**config.mk**
```make
export PLATFORM = sky130hd
export DESIGN_NAME = stt_regs
export DESIGN_NICKNAME = d
export VERILOG_FILES = /design/src/stt_pkg.sv /design/src/stt_regs.sv
export SDC_FILE = /design/constraint.sdc
export NUM_CORES = 1
export LEC_CHECK = 0
export BUFFER_PORTS_ARGS = -buffer_cell sky130_fd_sc_hd__buf_2
export CORE_MARGIN = 5
export CORE_UTILIZATION = 48
export DETAILED_ROUTE_END_ITERATION = 12
export PLACE_DENSITY = 0.78
export SYNTH_ARGS = -nofsm -noshare
export SYNTH_HDL_FRONTEND = slang
export SYNTH_SLANG_ARGS = --single-unit
```
**constraint.sdc**
```tcl
create_clock -name ref_clk -period 2.1 [get_ports ref_clk]
set_input_delay 0.525 -clock ref_clk [delete_from_list [all_inputs] [get_ports ref_clk]]
set_output_delay 0.525 -clock ref_clk [all_outputs]
set_load 0.05 [all_outputs]
```
**src/stt_pkg.sv**
```systemverilog
// constants and state type for the tlb and timer system-control registers
// Functional notes
// - random writes never target pinned tlb entries unless the boundary exceeds 47
// - pinned boundary clears to zero on reset
// - pinned write reloads victim index to top
// - boundary in 5:0, upper bits read zero
// - fault address captures vaddr of the latest exception, tlb or not
// - no fault capture while exception level set
// - fault address is 32 or 64 bits wide
// - counter steps once every two core clocks
// - counter 32 bits, resets zero, software writable
// - entry high is source or destination for tlb ops
// - tlb exceptions load page pair and space id
// - space id in 7:0, bits 12:8 read zero
// - wide mode region code in bits 63:62
// - wide mode bits 61:40 zero, page pair 39:13
// - counter equal to match value sets pending bit 7
// - pending timer interrupt taken once enabled and masked in
// - match value write clears timer pending unless counter equals match that cycle
// - match value 32 bits, resets zero, stable
// - take only when enabled, masked and pending
// - kernel wide flag selects 64-bit layouts
package stt_pkg;
  // register numbers as the move-to/move-from instructions name them
  localparam logic [4:0] REG_PINNED = 5'h06;
  localparam logic [4:0] REG_FAULT = 5'h08;
  localparam logic [4:0] REG_COUNT = 5'h09;
  localparam logic [4:0] REG_EHI = 5'h0a;
  localparam logic [4:0] REG_MATCH = 5'h0b;
  // tlb geometry; highest entry index is the victim upper bound
  localparam logic [5:0] TLB_TOP = 6'h2f;
  localparam int PINNED_W = 6;
  // entry high layouts: writable bits in each mode
  localparam logic [63:0] EHI_MASK_64 = 64'hc000_00ff_ffff_e0ff;
  localparam logic [63:0] EHI_MASK_32 = 64'h0000_0000_ffff_e0ff;
  localparam int EHI_ZERO_HI = 12;
  localparam int EHI_ZERO_LO = 8;
  localparam int TIMER_IRQ_BIT = 7;
  // reset values
  localparam logic [5:0] PINNED_RST = 6'h00;
  localparam logic [31:0] COUNT_RST = 32'h0000_0000;
  localparam logic [31:0] MATCH_RST = 32'h0000_0000;
  localparam logic [31:0] COUNT_STEP = 32'h0000_0001;
  // whole register state of the block
  typedef struct packed {
    logic [5:0] pinned;
    logic [5:0] victim;
    logic [63:0] fault;
    logic [31:0] count;
    logic half;
    logic [63:0] ehi;
    logic [31:0] match;
    logic [7:0] pend;
    logic take;
    logic [63:0] rd_data;
    logic rd_valid;
    logic [5:0] wr_idx;
  } stt_state_type;
  localparam stt_state_type STATE_RST = '{
    pinned: PINNED_RST, victim: TLB_TOP, count: COUNT_RST, match: MATCH_RST, default: '0};
endpackage : stt_pkg

```
**src/stt_regs.sv**
```systemverilog
// tlb pinned boundary, fault address, entry high, counter and match registers
`timescale 1ns/1ps
module stt_regs (
  input wire logic ref_clk,
  input wire logic arst_n,
  // instruction side register access
  input wire logic reg_wr_en,
  input wire logic reg_rd_en,
  input wire logic [4:0] reg_num,
  input wire logic [63:0] reg_wr_data,
  output logic [63:0] reg_rd_data,
  output logic reg_rd_valid,
  // status register fields supplied by the core
  input wire logic exception_level_flag,
  input wire logic kernel_wide_addr,
  input wire logic irq_global_enable,
  input wire logic [7:0] irq_mask_field,
  input wire logic [6:0] irq_other_pending,
  // exception reporting from the pipeline
  input wire logic exc_valid,
  input wire logic exc_is_tlb,
  input wire logic [63:0] exc_vaddr,
  input wire logic [7:0] exc_space_id,
  // tlb operations
  input wire logic tlb_probe_op,
  input wire logic tlb_write_rand_op,
  input wire logic tlb_write_idx_op,
  input wire logic tlb_read_idx_op,
  input wire logic [63:0] tlb_read_entry_high,
  output logic [63:0] tlb_entry_high,
  output logic [5:0] tlb_victim_index,
  output logic [5:0] tlb_write_index,
  // interrupt side
  output logic [7:0] irq_pending_field,
  output logic irq_take
);
  import stt_pkg::*;

  stt_state_type s_q; // registered state
  stt_state_type s_d; // next state
  logic match_hit; // counter equals match value
  logic [63:0] ehi_mask; // writable entry high bits in current mode
  logic [63:0] rd_mux; // read data before registering
  logic wr_pinned; // decoded writes
  logic wr_count;
  logic wr_ehi;
  logic wr_match;

  // decode of the software write port
  assign wr_pinned = reg_wr_en && (reg_num == REG_PINNED);
  assign wr_count = reg_wr_en && (reg_num == REG_COUNT);
  assign wr_ehi = reg_wr_en && (reg_num == REG_EHI);
  assign wr_match = reg_wr_en && (reg_num == REG_MATCH);
  assign match_hit = (s_q.count == s_q.match);
  // layout chosen by the kernel wide flag
  assign ehi_mask = kernel_wide_addr ? EHI_MASK_64 : EHI_MASK_32;

  // read multiplexer; 32-bit mode shows sign-extended low words of fault and entry high
  always_comb begin
    rd_mux = 64'h0000_0000_0000_0000;
    unique case (reg_num)
      REG_PINNED: begin
        rd_mux = {58'h0, s_q.pinned};
      end
      REG_FAULT: begin
        if (kernel_wide_addr) begin
          rd_mux = s_q.fault;
        end else begin
          rd_mux = {{32{s_q.fault[31]}}, s_q.fault[31:0]};
        end
      end
      REG_COUNT: begin
        rd_mux = {32'h0, s_q.count};
      end
      REG_EHI: begin
        if (kernel_wide_addr) begin
          rd_mux = s_q.ehi & EHI_MASK_64;
        end else begin
          rd_mux = {{32{s_q.ehi[31]}}, s_q.ehi[31:0] & EHI_MASK_32[31:0]};
        end
      end
      REG_MATCH: begin
        rd_mux = {32'h0, s_q.match};
      end
      default: begin
        rd_mux = 64'h0000_0000_0000_0000; // unmapped numbers read zero
      end
    endcase
  end

  // next-state logic for every register of the block
  always_comb begin
    s_d = s_q;
    // read port answers one cycle after the request
    s_d.rd_valid = reg_rd_en;
    s_d.rd_data = reg_rd_en ? rd_mux : 64'h0000_0000_0000_0000;

    // pinned boundary; only 5:0 stored, upper bits dropped
    if (wr_pinned) begin
      s_d.pinned = reg_wr_data[PINNED_W-1:0];
    end

    // victim index counts down each cycle to the boundary, or sits at 47 when the boundary exceeds 47
    if (wr_pinned) begin
      s_d.victim = TLB_TOP;
    end else if (s_q.victim <= s_q.pinned || s_q.victim > TLB_TOP) begin
      s_d.victim = TLB_TOP;
    end else begin
      s_d.victim = s_q.victim - 6'h01;
    end

    // index used by the last random tlb write; random writes take the victim
    if (tlb_write_rand_op) begin
      s_d.wr_idx = (s_q.victim < s_q.pinned) ? TLB_TOP : s_q.victim;
    end

    // fault address: frozen while a handler already runs
    if (exc_valid && !exception_level_flag) begin
      s_d.fault = exc_vaddr;
    end

    // counter: half-rate step, wraps from all ones to zero
    s_d.half = ~s_q.half;
    if (wr_count) begin
      s_d.count = reg_wr_data[31:0];
    end else if (s_q.half) begin
      s_d.count = s_q.count + COUNT_STEP;
    end

    // entry high: exception beats tlb read beats software write
    if (exc_valid && exc_is_tlb) begin
      s_d.ehi = (exc_vaddr & ehi_mask & ~64'hff) | {56'h0, exc_space_id};
    end else if (tlb_read_idx_op) begin
      s_d.ehi = tlb_read_entry_high & ehi_mask;
    end else if (wr_ehi) begin
      s_d.ehi = reg_wr_data & ehi_mask;
    end

    // match value changes only by software write
    if (wr_match) begin
      s_d.match = reg_wr_data[31:0];
    end

    // timer pending: a match in the write cycle still wins
    s_d.pend[TIMER_IRQ_BIT] = match_hit || (s_q.pend[TIMER_IRQ_BIT] && !wr_match);
    s_d.pend[6:0] = irq_other_pending;

    // interrupt request once enabled, masked in and pending
    s_d.take = irq_global_enable && |(irq_mask_field & s_q.pend);
  end

  // one register stage for the whole state; reset to constants only
  always_ff @(posedge ref_clk or negedge arst_n) begin
    if (!arst_n) begin
      s_q <= STATE_RST;
    end else begin
      s_q <= s_d;
    end
  end

  // outputs straight from the state flops
  assign reg_rd_data = s_q.rd_data;
  assign reg_rd_valid = s_q.rd_valid;
  assign tlb_entry_high = s_q.ehi;
  assign tlb_victim_index = s_q.victim;
  assign tlb_write_index = s_q.wr_idx;
  assign irq_pending_field = s_q.pend;
  assign irq_take = s_q.take;
endmodule : stt_regs

```
==> impl_metrics.yaml <==
setup_path:
  end_kind: "output pin"
  worstPathMaxFanout: 5
  critical_path.startpoint_type: "flip-flop"
  r2r_setup_slack_ns: 0.17
  r2r-end: "tlb_write_index[0]"
  endpoint: "tlb_victim_index[3]"
  r2r_cells: 7
  crit_path_start: "tlb_victim_index[3]"
  crit_type: "reg2out"
  timing.rr.start: "tlb_victim_index[3]"
  critical_path_required_ns: 1.57
  critPathArrivalTime_ns: 1.46
floorplan:
  fp.coreArea_um2: 27700
  floorplan.die_area_um2: 31400
  die_w_um: 177
  die-height_um: 177
  start_util_pct: 48.5
  rows: 61
  ios: 383
clock_tree:
  cts.sinks: 258
  post-cts-setup-buffers: 0
  numCtsBuffers: 28
  clk_latency_ns: 0.54
  postCtsHoldBufs: 1
  clock_path_buffers: 3
  clk_pin_slew_ns: 0.06
  cts_resized: 0
  htree_num_levels: 1
  root_buffer: "clkbuf_16"
  cts_tree: "built"
sta:
  max_freq_ghz: 0.505
  hold_slack_ns: 0.0947
  skew_ns: 0.0143
  fin_crit_sh_pct: 94.3
  tightest_slew_ns: 0.544
  report.final.slew_viol_count: 0
  rsz0062_at_grt: "false"
  layout_min_cycle_time_ns: 1.98
  fin_setup_tns_ns: 0
  relSlewSlack_pct: 63.4
  setup_violations: 0
  hold_viol: 0
worst_hold_path:
  holdPathStages: 1
  hold_class: "in2reg"
logic_synthesis:
  yosys-top-cells-area: "dfrtp_1 (47%), buf_4 (8.7%), mux2_2 (6.0%)"
  yosysUniqueCellTypes: 51
  synth.top_cell.area_share_pct: 47.1
  ys_warn_count: 0
  synth_seq_cells: 258
  synth.largest_area_cell: "dfrtp_1"
  syn_inst: 1256
  avgSynthCellArea_um2: 10.7
  syn_area_um2: 13400
  ys_seq_area_share_pct: 48.1
layout:
  layout_commonest_cell: "buf_2"
  stdcell_count: 1847
  final_cell_mix: "buf_2 (303), dfrtp_1 (253), nand2_1 (171)"
  final_util_pct: 56.0
  layout.nets: 1689
  area_growth_pct: 15.5
  layout-drive-gt1-share_pct: 34.9
routing:
  routed_wl_um: 34800
  drt-initial-drc-count: 636
  viasPerCell: 5.29
  vias: 9768
  antenna_left: 0
  drc: 0
  dr.pass1.iters: 5
  routedWlPerCell_um: 18.9
global_route:
  track_usage_pct: 21.6
  grt_pass1_wl_um: 54300
  grt_pass1_vias: 9831
  antenna_found_initial: 5
  grt_max_degree: 65
  grt.overflow.total: 0
run_status:
  status: "completed"
pwr:
  p_per_area_nw_per_um2: 973
  p_leak_nw: 7.42
  peakVddDrop_mv: 0.616
place:
  dpl.hpwl_um: 25700
  gp_congestion: 0.838
  dp.cells: 1795
  io_buffers: 304
flow_run:
  maxCapViolCount: 0
## flip-flops by register name, summed over array words and instances, names as in the netlist
name / flops
reg_rd_valid: 1
tlb_write_index: 6
irq_take: 1
tlb_victim_index: 6
reg_rd_data: 64
irq_pending_field: 8
tlb_entry_high: 37
s_q: 135
## worst min-delay path by stage
stage,end,slack [ns],from
2_1_floorplan,irq_pending_field[0],0.23,arst_n
3_3_place_gp,tlb_victim_index[0],0.46,tlb_victim_index[0]
3_5_place_dp,tlb_victim_index[0],0.46,tlb_victim_index[0]
4_1_cts,irq_pending_field[3],0.07,irq_other_pending[3]
5_1_grt,irq_pending_field[3],0.07,irq_other_pending[3]
6_report,irq_pending_field[3],0.09,irq_other_pending[3]
## metrics by stage
| step | area, µm² | setup WS (ns) | power [mW] |
|---|---|---|---|
| after detailed placement | 14600 | 0.0629 | 10.4 |
| final | 15500 | 0.119 | 15.1 |
| after floorplan | 13500 | 0.110 | 9.40 |
| after global placement | 14600 | 0.101 | 10.3 |
| after global routing | 15500 | 0.0431 | 15.9 |
| after CTS | 15500 | 0.0885 | 15.2 |
## power breakdown
part           internal (mW)  leakage (nW)  switching (mW)
Combinational           1.50          3.78            2.37
Clock                   2.81         0.437            1.95
Sequential              5.73          3.20           0.749
Total                   10.0          7.42            5.06
## critical path: stages, from the launching register on
cell and delay, ns:
dfstp_2 0.53, buf_4 0.13, buf_2 0.26
## metal layers
layer | routed length (µm) | track usage (%) | vias up
met3 | 2390 | 3.97 | 68
met2 | 16800 | 35.5 | 352
met5 | 40 | 0 | -
li1 | - | - | 4526
met1 | 14500 | 29.6 | 4816
met4 | 1060 | 6.25 | 6
## layout make-up
cell class	count	area [µm²]
inverters	13	48.8
clock inverters	7	62.6
repair buffers	359	2110
well taps	378	473
flip-flops and latches	258	6460
fillers	2334	12200
clock buffers	42	825
multi-input cells	788	5530
diodes	2	5.00
## cell families after synthesis
logic type | synth area share (%)
AO/OA/AOI/OAI | 8.63
XOR/XNOR | 4.37
adder cells (fa/ha/maj) | 0.745
buffers and inverters | 11.6
flip-flops | 48.1
multiplexers | 15.4
other | 0.0279
AND/OR/NAND/NOR | 11.1
## synth_stat cells (all sizes together)
cell type and n:
dfstp 5, xor2 56, o22a 10, and2b 1
and4 1, nor3b 2, a41oi 1, clkbuf 25
nor4 12, and3 6, nand4 13, a221oi 2
nor2b 25, mux2i 38, mux4 21, or3b 1
nor3 4, o22ai 1, and2 4, inv 13
mux2 108, dfrtp 253, nand2b 2, a32o 1
ha 8, a222oi 6, nand3b 2, or4 1
conb 1, nand3 16, a21o 3, and3b 1
xnor2 11, a22oi 15, a21oi 53, nor2 57
buf 198, o21ai 96, o211ai 10, nand2 173
(Power assumes the default switching activity.)
